[config.mk]
export PLATFORM = sky130hd
export DESIGN_NAME = csr_top
export DESIGN_NICKNAME = d
export VERILOG_FILES = /design/src/hw/csr_pkg.sv /design/src/hw/csr_top.sv /design/src/hw/csr_addr_resolve.sv /design/src/hw/csr_pc_jump.sv
export SDC_FILE = /design/constraint.sdc
export NUM_CORES = 1
export LEC_CHECK = 0
export BUFFER_PORTS_ARGS = -buffer_cell sky130_fd_sc_hd__buf_2
export CAP_MARGIN = 0
export CELL_PAD_IN_SITES_DETAIL_PLACEMENT = 1
export CELL_PAD_IN_SITES_GLOBAL_PLACEMENT = 1
export CORE_ASPECT_RATIO = 1.4
export CORE_MARGIN = 2
export CORE_UTILIZATION = 34
export DETAILED_ROUTE_END_ITERATION = 7
export GPL_TIMING_DRIVEN = 0
export PLACE_DENSITY = 0.75
export SLEW_MARGIN = 15
export SYNTH_ARGS = -nofsm -noshare
export SYNTH_HDL_FRONTEND = slang
export SYNTH_SLANG_ARGS = --single-unit
[constraint.sdc]
create_clock -name ref_clk -period 3.2 [get_ports ref_clk]
set_input_delay 0.64 -clock ref_clk [delete_from_list [all_inputs] [get_ports ref_clk]]
set_output_delay 0.64 -clock ref_clk [all_outputs]
set_load 0.02 [all_outputs]
[src/hw/csr_pkg.sv]
// constants and types shared by the core special register block
package csr_pkg;
	localparam int CSR_SECTOR_W = 3;
	localparam int CSR_ADDR_W = 11;
	localparam int CSR_DATA_W = 8;
	// register offsets inside sector 0
	localparam logic [7:0] CSR_OFF_IND0 = 8'h00;
	localparam logic [7:0] CSR_OFF_PTR0 = 8'h01;
	localparam logic [7:0] CSR_OFF_INDA = 8'h02;
	localparam logic [7:0] CSR_OFF_PTRA_LO = 8'h03;
	localparam logic [7:0] CSR_OFF_PTRA_SEC = 8'h04;
	localparam logic [7:0] CSR_OFF_ACC = 8'h05;
	localparam logic [7:0] CSR_OFF_PCL = 8'h06;
	localparam logic [7:0] CSR_OFF_INDB = 8'h0C;
	localparam logic [7:0] CSR_OFF_PTRB_LO = 8'h0D;
	localparam logic [7:0] CSR_OFF_PTRB_SEC = 8'h0E;
	// first location of general purpose memory in a sector
	localparam logic [7:0] CSR_GP_BASE = 8'h80;
	// the core owns locations 00H-0FH of sector 0; set bits are forwarded to other logic
	localparam logic [3:0] CSR_WIN_HI = 4'h0;
	localparam logic [15:0] CSR_FWD_MASK = 16'h8780;
	localparam logic [7:0] CSR_ZERO = 8'h00;
	// values after reset
	localparam logic [7:0] CSR_RST_PTR = 8'h00;
	localparam logic [7:0] CSR_RST_ACC = 8'h00;
	// cycles the cpu idles after a program counter low write
	localparam int CSR_DUMMY_CYCLES = 1;
	typedef enum logic [0:0] {
		CSR_JMP_IDLE,
		CSR_JMP_DUMMY
	} csr_jump_state_t;
endpackage

[src/hw/csr_top.sv]
// core special registers: pointers, accumulator, pc low byte, data memory routing
`timescale 1ns/10ps
module csr_top import csr_pkg::*; #(
	parameter int ADDR_W = CSR_ADDR_W,
	parameter int SECTOR_W = CSR_SECTOR_W
) (
	input wire logic ref_clk,
	input wire logic rst,
	input wire logic [ADDR_W-1:0] cpu_addr,
	input wire logic cpu_rd,
	input wire logic cpu_wr,
	input wire logic [7:0] cpu_wdata,
	input wire logic alu_we,
	input wire logic [7:0] alu_result,
	input wire logic [7:0] pc_low_cur,
	input wire logic [7:0] mem_rdata,
	output logic [7:0] cpu_rdata,
	output logic cpu_rvalid,
	output logic [ADDR_W-1:0] mem_addr,
	output logic mem_sfr,
	output logic mem_rd,
	output logic mem_wr,
	output logic [7:0] mem_wdata,
	output logic [7:0] acc,
	output logic pc_jump,
	output logic [7:0] pc_target,
	output logic pc_stall
);
	logic [7:0] ptr0_q, ptr0_d;
	logic [7:0] ptra_lo_q, ptra_lo_d;
	logic [7:0] ptra_sec_q, ptra_sec_d;
	logic [7:0] ptrb_lo_q, ptrb_lo_d;
	logic [7:0] ptrb_sec_q, ptrb_sec_d;
	logic [7:0] acc_q, acc_d;
	logic [ADDR_W-1:0] eff_addr;
	logic redirected;
	logic core_hit;
	logic [7:0] eff_lo;
	logic [7:0] sfr_val;
	logic pcl_wr;
	logic [ADDR_W-1:0] mem_addr_q, mem_addr_d;
	logic mem_sfr_q, mem_sfr_d;
	logic mem_rd_q, mem_rd_d;
	logic mem_wr_q, mem_wr_d;
	logic [7:0] mem_wdata_q, mem_wdata_d;
	logic rd_p_q, rd_p_d;
	logic sel_mem_q, sel_mem_d;
	logic [7:0] sfr_p_q, sfr_p_d;
	logic [7:0] rdata_q, rdata_d;
	logic rvalid_q, rvalid_d;

	csr_addr_resolve #(
		.ADDR_W(ADDR_W),
		.SECTOR_W(SECTOR_W)
	) u_resolve (
		.req_addr(cpu_addr),
		.ptr0(ptr0_q),
		.ptra_lo(ptra_lo_q),
		.ptra_sec(ptra_sec_q),
		.ptrb_lo(ptrb_lo_q),
		.ptrb_sec(ptrb_sec_q),
		.eff_addr(eff_addr),
		.redirected(redirected)
	);

	// decode of the resolved address; a port reached through a pointer is still a port
	always_comb begin
		eff_lo = eff_addr[7:0];
		core_hit = (eff_addr[ADDR_W-1:8] == {SECTOR_W{1'b0}}) && (eff_lo < CSR_GP_BASE)
			&& (eff_lo[7:4] == CSR_WIN_HI) && !CSR_FWD_MASK[eff_lo[3:0]];
		sfr_val = CSR_ZERO;
		if (core_hit) begin
			unique case (eff_lo)
				CSR_OFF_PTR0: sfr_val = ptr0_q;
				CSR_OFF_PTRA_LO: sfr_val = ptra_lo_q;
				CSR_OFF_PTRA_SEC: sfr_val = ptra_sec_q;
				CSR_OFF_PTRB_LO: sfr_val = ptrb_lo_q;
				CSR_OFF_PTRB_SEC: sfr_val = ptrb_sec_q;
				CSR_OFF_ACC: sfr_val = acc_q;
				CSR_OFF_PCL: sfr_val = pc_low_cur;
				default: sfr_val = CSR_ZERO;
			endcase
		end
	end

	// pointer storage
	always_comb begin
		ptr0_d = ptr0_q;
		ptra_lo_d = ptra_lo_q;
		ptra_sec_d = ptra_sec_q;
		ptrb_lo_d = ptrb_lo_q;
		ptrb_sec_d = ptrb_sec_q;
		if (cpu_wr && core_hit) begin
			unique case (eff_lo)
				CSR_OFF_PTR0: ptr0_d = cpu_wdata;
				CSR_OFF_PTRA_LO: ptra_lo_d = cpu_wdata;
				CSR_OFF_PTRA_SEC: ptra_sec_d = cpu_wdata;
				CSR_OFF_PTRB_LO: ptrb_lo_d = cpu_wdata;
				CSR_OFF_PTRB_SEC: ptrb_sec_d = cpu_wdata;
				default: ptr0_d = ptr0_q;
			endcase
		end
	end

	always_ff @(posedge ref_clk) begin
		if (rst) begin
			ptr0_q <= CSR_RST_PTR;
			ptra_lo_q <= CSR_RST_PTR;
			ptra_sec_q <= CSR_RST_PTR;
			ptrb_lo_q <= CSR_RST_PTR;
			ptrb_sec_q <= CSR_RST_PTR;
		end else begin
			ptr0_q <= ptr0_d;
			ptra_lo_q <= ptra_lo_d;
			ptra_sec_q <= ptra_sec_d;
			ptrb_lo_q <= ptrb_lo_d;
			ptrb_sec_q <= ptrb_sec_d;
		end
	end

	// accumulator; the alu wins over a same-cycle register write
	always_comb begin
		acc_d = acc_q;
		if (alu_we) begin
			acc_d = alu_result;
		end else if (cpu_wr && core_hit && eff_lo == CSR_OFF_ACC) begin
			acc_d = cpu_wdata;
		end
	end

	always_ff @(posedge ref_clk) begin
		if (rst) begin
			acc_q <= CSR_RST_ACC;
		end else begin
			acc_q <= acc_d;
		end
	end

	assign acc = acc_q;

	assign pcl_wr = cpu_wr && core_hit && (eff_lo == CSR_OFF_PCL);

	csr_pc_jump #(
		.DUMMY(CSR_DUMMY_CYCLES)
	) u_jump (
		.ref_clk(ref_clk),
		.rst(rst),
		.pcl_wr(pcl_wr),
		.pcl_data(cpu_wdata),
		.jump_q(pc_jump),
		.target_q(pc_target),
		.stall_q(pc_stall)
	);

	// memory side request, one cycle after the cpu request
	always_comb begin
		mem_addr_d = mem_addr_q;
		mem_sfr_d = mem_sfr_q;
		mem_rd_d = 1'b0;
		mem_wr_d = 1'b0;
		mem_wdata_d = mem_wdata_q;
		if ((cpu_rd || cpu_wr) && !core_hit) begin
			mem_addr_d = eff_addr;
			mem_sfr_d = (eff_lo < CSR_GP_BASE);
			mem_rd_d = cpu_rd;
			mem_wr_d = cpu_wr;
			mem_wdata_d = cpu_wdata;
		end
	end

	always_ff @(posedge ref_clk) begin
		if (rst) begin
			mem_addr_q <= '0;
			mem_sfr_q <= 1'b0;
			mem_rd_q <= 1'b0;
			mem_wr_q <= 1'b0;
			mem_wdata_q <= 8'h00;
		end else begin
			mem_addr_q <= mem_addr_d;
			mem_sfr_q <= mem_sfr_d;
			mem_rd_q <= mem_rd_d;
			mem_wr_q <= mem_wr_d;
			mem_wdata_q <= mem_wdata_d;
		end
	end

	assign mem_addr = mem_addr_q;
	assign mem_sfr = mem_sfr_q;
	assign mem_rd = mem_rd_q;
	assign mem_wr = mem_wr_q;
	assign mem_wdata = mem_wdata_q;

	// read return: core values are captured early so a pointer change cannot skew them
	always_comb begin
		rd_p_d = cpu_rd;
		sel_mem_d = !core_hit;
		sfr_p_d = sfr_val;
		rvalid_d = rd_p_q;
		rdata_d = rdata_q;
		if (rd_p_q) begin
			rdata_d = sel_mem_q ? mem_rdata : sfr_p_q;
		end
	end

	always_ff @(posedge ref_clk) begin
		if (rst) begin
			rd_p_q <= 1'b0;
			sel_mem_q <= 1'b0;
			sfr_p_q <= 8'h00;
			rdata_q <= 8'h00;
			rvalid_q <= 1'b0;
		end else begin
			rd_p_q <= rd_p_d;
			sel_mem_q <= sel_mem_d;
			sfr_p_q <= sfr_p_d;
			rdata_q <= rdata_d;
			rvalid_q <= rvalid_d;
		end
	end

	assign cpu_rdata = rdata_q;
	assign cpu_rvalid = rvalid_q;
endmodule

[src/hw/csr_addr_resolve.sv]
// indirect port redirection onto the pointer-selected data memory address
`timescale 1ns/10ps
module csr_addr_resolve import csr_pkg::*; #(
	parameter int ADDR_W = CSR_ADDR_W,
	parameter int SECTOR_W = CSR_SECTOR_W
) (
	input wire logic [ADDR_W-1:0] req_addr,
	input wire logic [7:0] ptr0,
	input wire logic [7:0] ptra_lo,
	input wire logic [7:0] ptra_sec,
	input wire logic [7:0] ptrb_lo,
	input wire logic [7:0] ptrb_sec,
	output logic [ADDR_W-1:0] eff_addr,
	output logic redirected
);
	logic in_sector0;

	// ports exist only in sector 0; anything else passes unchanged
	always_comb begin
		in_sector0 = (req_addr[ADDR_W-1:8] == {SECTOR_W{1'b0}});
		eff_addr = req_addr;
		redirected = 1'b0;
		if (in_sector0) begin
			unique case (req_addr[7:0])
				CSR_OFF_IND0: begin
					eff_addr = {{SECTOR_W{1'b0}}, ptr0};
					redirected = 1'b1;
				end
				CSR_OFF_INDA: begin
					eff_addr = {ptra_sec[SECTOR_W-1:0], ptra_lo};
					redirected = 1'b1;
				end
				CSR_OFF_INDB: begin
					eff_addr = {ptrb_sec[SECTOR_W-1:0], ptrb_lo};
					redirected = 1'b1;
				end
				default: begin
					eff_addr = req_addr;
					redirected = 1'b0;
				end
			endcase
		end
	end
endmodule

[src/hw/csr_pc_jump.sv]
// computed jump through the program counter low byte with its dummy cycle
`timescale 1ns/10ps
module csr_pc_jump import csr_pkg::*; #(
	parameter int DUMMY = CSR_DUMMY_CYCLES
) (
	input wire logic ref_clk,
	input wire logic rst,
	input wire logic pcl_wr,
	input wire logic [7:0] pcl_data,
	output logic jump_q,
	output logic [7:0] target_q,
	output logic stall_q
);
	csr_jump_state_t state_q, state_d;
	logic jump_d, stall_d;
	logic [7:0] target_d;
	logic [3:0] cnt_q, cnt_d;

	// a write while the dummy cycle runs is dropped; the cpu is stalled then
	always_comb begin
		state_d = state_q;
		jump_d = 1'b0;
		target_d = target_q;
		stall_d = stall_q;
		cnt_d = cnt_q;
		unique case (state_q)
			CSR_JMP_IDLE: begin
				stall_d = 1'b0;
				if (pcl_wr) begin
					jump_d = 1'b1;
					target_d = pcl_data;
					stall_d = 1'b1;
					cnt_d = 4'(DUMMY - 1);
					state_d = CSR_JMP_DUMMY;
				end
			end
			CSR_JMP_DUMMY: begin
				if (cnt_q == 4'h0) begin
					stall_d = 1'b0;
					state_d = CSR_JMP_IDLE;
				end else begin
					cnt_d = cnt_q - 4'h1;
				end
			end
		endcase
	end

	// registers of the jump sequencer
	always_ff @(posedge ref_clk) begin
		if (rst) begin
			state_q <= CSR_JMP_IDLE;
			jump_q <= 1'b0;
			target_q <= 8'h00;
			stall_q <= 1'b0;
			cnt_q <= 4'h0;
		end else begin
			state_q <= state_d;
			jump_q <= jump_d;
			target_q <= target_d;
			stall_q <= stall_d;
			cnt_q <= cnt_d;
		end
	end
endmodule

==> flow_metrics.py <==
metrics = {
    "detailed_routing": {
        "wl_per_cell_microns": 21.32,
        "dr.first_iter.drc_count": 280,
        "via_per_inst": 5.759,
        "drt_pre_antenna_iters": 4,
        "vias": 4970,
        "drt_wl_total_microns": 18400,
        "drcViolationCount": 0,
        "antenna_left": 0,
    },
    "global_route": {
        "grt_pass1_wl_microns": 28220,
        "grt_pass1_vias": 5083,
        "overflow": 0,
        "grt_usage_pct": 23.09,
        "antenna_found_initial": 0,
        "grt_max_degree": 20,
    },
    "setup_path": {
        "cp_max_fo": 10,
        "reg2reg_depth": 9,
        "r2r_slack_ns": 0.46,
        "crit_path_end_kind": "flip-flop",
        "timing.rr.end": "sfr_p_q[6]$_SDFF_PP0_",
        "cp.required_ns": 3.45,
        "cp-start-kind": "input port",
        "worstPathArrival_ns": 3.34,
        "critical_path.startpoint": "cpu_addr[7]",
        "timing_worst_setup_path_type": "input port to flip-flop",
        "r2r-start": "ptrb_lo_q[4]$_SDFFE_PP0P_",
        "endpoint": "acc[7]$_SDFFE_PP0P_",
    },
    "cells_and_area": {
        "final_cells": 863,
        "nNetsFinal": 718,
        "multi_input_area_sq_mm": 0.002760,
        "areaGrowthSynthToFinish_pct": 22.15,
        "antenna_cells": 0,
        "final.fill_count": 1724,
        "regArea_sq_mm": 0.002082,
        "final_area_sq_mm": 0.006203,
        "fin_util_pct": 42.76,
        "drive_gt1_share_pct": 25.22,
    },
    "cts": {
        "cts_tree": "yes",
        "cts_max_level": 3,
        "ctsHoldBuffers": 0,
        "worstSkewPairLatency_ns": 0.36,
        "numClockSinks": 104,
        "clk_root_buffer_cell": "clkbuf_16",
        "cts_buffer_depth": 2,
        "clk_pin_slew_ns": 0.08,
        "cts_made_buffers": 9,
    },
    "outcome": {
        "status": "complete, no violations",
    },
    "logic_synthesis": {
        "synth-compound-area-share_pct": 23.92,
        "netlist_instances": 560,
        "synth-seq-cells": 104,
        "synth_fa_ha_area_share_pct": 0.2464,
        "yosys_warnings": 0,
        "synth_ff_type": "dfxtp_1",
        "seq_area_frac_synth_pct": 41.00,
        "synth_nets": 609,
        "avgSynthCellArea_sq_um": 9.069,
        "synth_simple_gate_area_share_pct": 19.86,
        "muxShareOfSynthArea_pct": 8.598,
        "synth-async-reset-ratio_pct": 0,
        "ys_types": 57,
        "synth-edff-count": 0,
        "syn_area_sq_mm": 0.005079,
        "synth_top_family_by_area": "compound AO/OA/AOI/OAI gates",
        "synth_xor_area_share_pct": 0.3449,
    },
    "placed_design": {
        "post-place-cells": 843,
        "dp_hpwl_microns": 14220,
        "placed_cell_area_sq_mm": 0.005786,
        "io_buffers": 94,
        "place_congestion": 0.9399,
    },
    "die": {
        "die_w_microns": 107.3,
        "core-area_sq_mm": 0.01451,
        "initial_utilization_pct": 35.00,
        "ios": 97,
        "fp.dieH_microns": 148.6,
        "die_area_sq_mm": 0.01594,
        "fp-row-count": 52,
    },
    "timing": {
        "hold_viol": 0,
        "relSlewSlack_pct": 50.29,
        "finalSetupViolations": 0,
        "post-route-period-util_pct": 96.55,
        "min_period_ns": 3.090,
        "final_max_slew_viol_count": 0,
        "fin_worst_skew_ns": 0.01082,
        "whs_ns": 0.4670,
        "max_freq_ghz": 0.3237,
        "worstMarginPinSlew_ns": 0.7457,
    },
    "min_path": {
        "hp-class": "flip-flop to flip-flop",
    },
    "power": {
        "ir_drop_mv": 0.2376,
        "powerDensity_mw_per_mm2": 455.8,
        "p_leak_nw": 2.496,
    },
    "run": {
        "drv_cap": 0,
    },
}
[synth_stat cells (3+ instances only)]
cell / instances / share of area [%]
dfxtp_1: 104 / 41
a21oi_1: 49 / 4.8
o21ai_0: 46 / 4.5
mux2i_1: 41 / 8.1
nand3_1: 38 / 3.7
nand2b_1: 32 / 3.9
clkbuf_1: 25 / 1.8
nor2_1: 21 / 1.6
a211oi_1: 18 / 2.7
a22oi_1: 17 / 2.5
buf_2: 14 / 1.4
nand2_1: 14 / 1.0
inv_1: 11 / 0.81
a41oi_1: 9 / 1.6
nor4b_1: 9 / 1.6
a221oi_1: 8 / 1.4
a31oi_1: 8 / 0.99
and4b_1: 8 / 1.6
o2bb2ai_1: 8 / 1.4
nor3_1: 7 / 0.69
nor4_1: 6 / 0.74
and2_1: 5 / 0.62
buf_6: 5 / 1.1
or3_1: 5 / 0.62
and3_1: 4 / 0.49
a211o_1: 3 / 0.52
buf_4: 3 / 0.44
clkbuf_2: 3 / 0.30
nor2b_1: 3 / 0.37
o211a_1: 3 / 0.59
[where the power goes]
group,internal [W],switching [W]
sequential,0.00133,0.0000205
clock,0.000624,0.000540
combinational,0.000108,0.000207
total,0.00206,0.000768
[worst min path at each step]
stage | start | endpoint | cells past startpoint
6_report | u_jump.stall_q$_SDFFE_PP0P_ | u_jump.stall_q$_SDFFE_PP0P_ | 2
5_1_grt | ptra_sec_q[7]$_SDFFE_PP0P_ | ptra_sec_q[7]$_SDFFE_PP0P_ | 2
4_1_cts | u_jump.stall_q$_SDFFE_PP0P_ | u_jump.stall_q$_SDFFE_PP0P_ | 2
3_5_place_dp | u_jump.stall_q$_SDFFE_PP0P_ | u_jump.stall_q$_SDFFE_PP0P_ | 2
3_3_place_gp | u_jump.stall_q$_SDFFE_PP0P_ | u_jump.stall_q$_SDFFE_PP0P_ | 2
2_1_floorplan | ptra_sec_q[3]$_SDFFE_PP0P_ | ptra_sec_q[3]$_SDFFE_PP0P_ | 2
[per-layer routing]
metal  GRT usage (%)  vias to the layer above  routed length, microns
li1                -                     2311                       -
met1           27.04                     2464                    7336
met2           40.89                      156                    9432
met3           3.506                       39                     817
met4           10.78                        0                     811
met5               0                        -                       0
[metrics by stage]
step	power, W	TNS, ns	setup slack [ns]
after floorplan	0.001549	0	0.2776
after global placement	0.001678	-28.42	-0.5164
after detailed placement	0.001687	-32.52	-0.5470
after CTS	0.002840	-0.0001585	-0.0001585
after global routing	0.002924	-0.2697	-0.03696
final	0.002827	0	0.1105
[logic make-up (layout without fill, tap and decap cells)]
family	after synthesis	in the layout
AOI/OAI and AO/OA	181	181
xor gates and xnor gates	2	2
adders and majority gates	1	1
buffers and inverters	63	177
DFF	104	104
muxes	43	43
and+or+nand+nor	166	166
[layout by cell type, fill, tap and decap left out, types with 9 or more instances in the layout]
cell	n
nor4b_1	9
a21oi_1	49
inv_1	11
a22oi_1	17
buf_2	109
nand2b_1	32
dfxtp_1	104
o21ai_0	46
clkbuf_16	9
mux2i_1	41
clkbuf_1	22
nand2_1	14
nor2_1	21
nand3_1	37
a211oi_1	14
[critical path: stages]
cell and delay (ns):
buf_2 0.12, or4_1 0.54, buf_2 0.21, nor4_4 0.33, a31o_2 0.28, a21boi_2 0.12
o211ai_4 0.35, buf_2 0.31, o21ai_0 0.13, a221oi_1 0.29
[state kept, by name (all words and copies together), names as in the netlist, 4 cells and up]
signal / cells
u_jump.target_q: 8
mem_addr: 11
u_jump.cnt_q: 4
ptra_sec_q: 8
ptrb_sec_q: 8
ptrb_lo_q: 8
acc: 8
mem_wdata: 8
sfr_p_q: 8
cpu_rdata: 8
ptra_lo_q: 8
ptr0_q: 8
[layout make-up]
cell class | instances | area share [%]
timing repair buffer | 99 | 8.189
clock inverter | 7 | 1.392
buffer | 51 | 4.256
sequential | 104 | 33.56
inverter | 11 | 0.6656
tap | 189 | 3.812
multi-input combinational | 393 | 44.49
clock buffer | 9 | 3.630
[timing repair]
action,in CTS,in global routing
endpoints found under the hold margin,0,0
pin swaps,0,4
setup endpoints to repair,28,61
gates resized for setup,7,7
buffers inserted,0,5
Note: power is estimated with default switching activity, not from simulation.
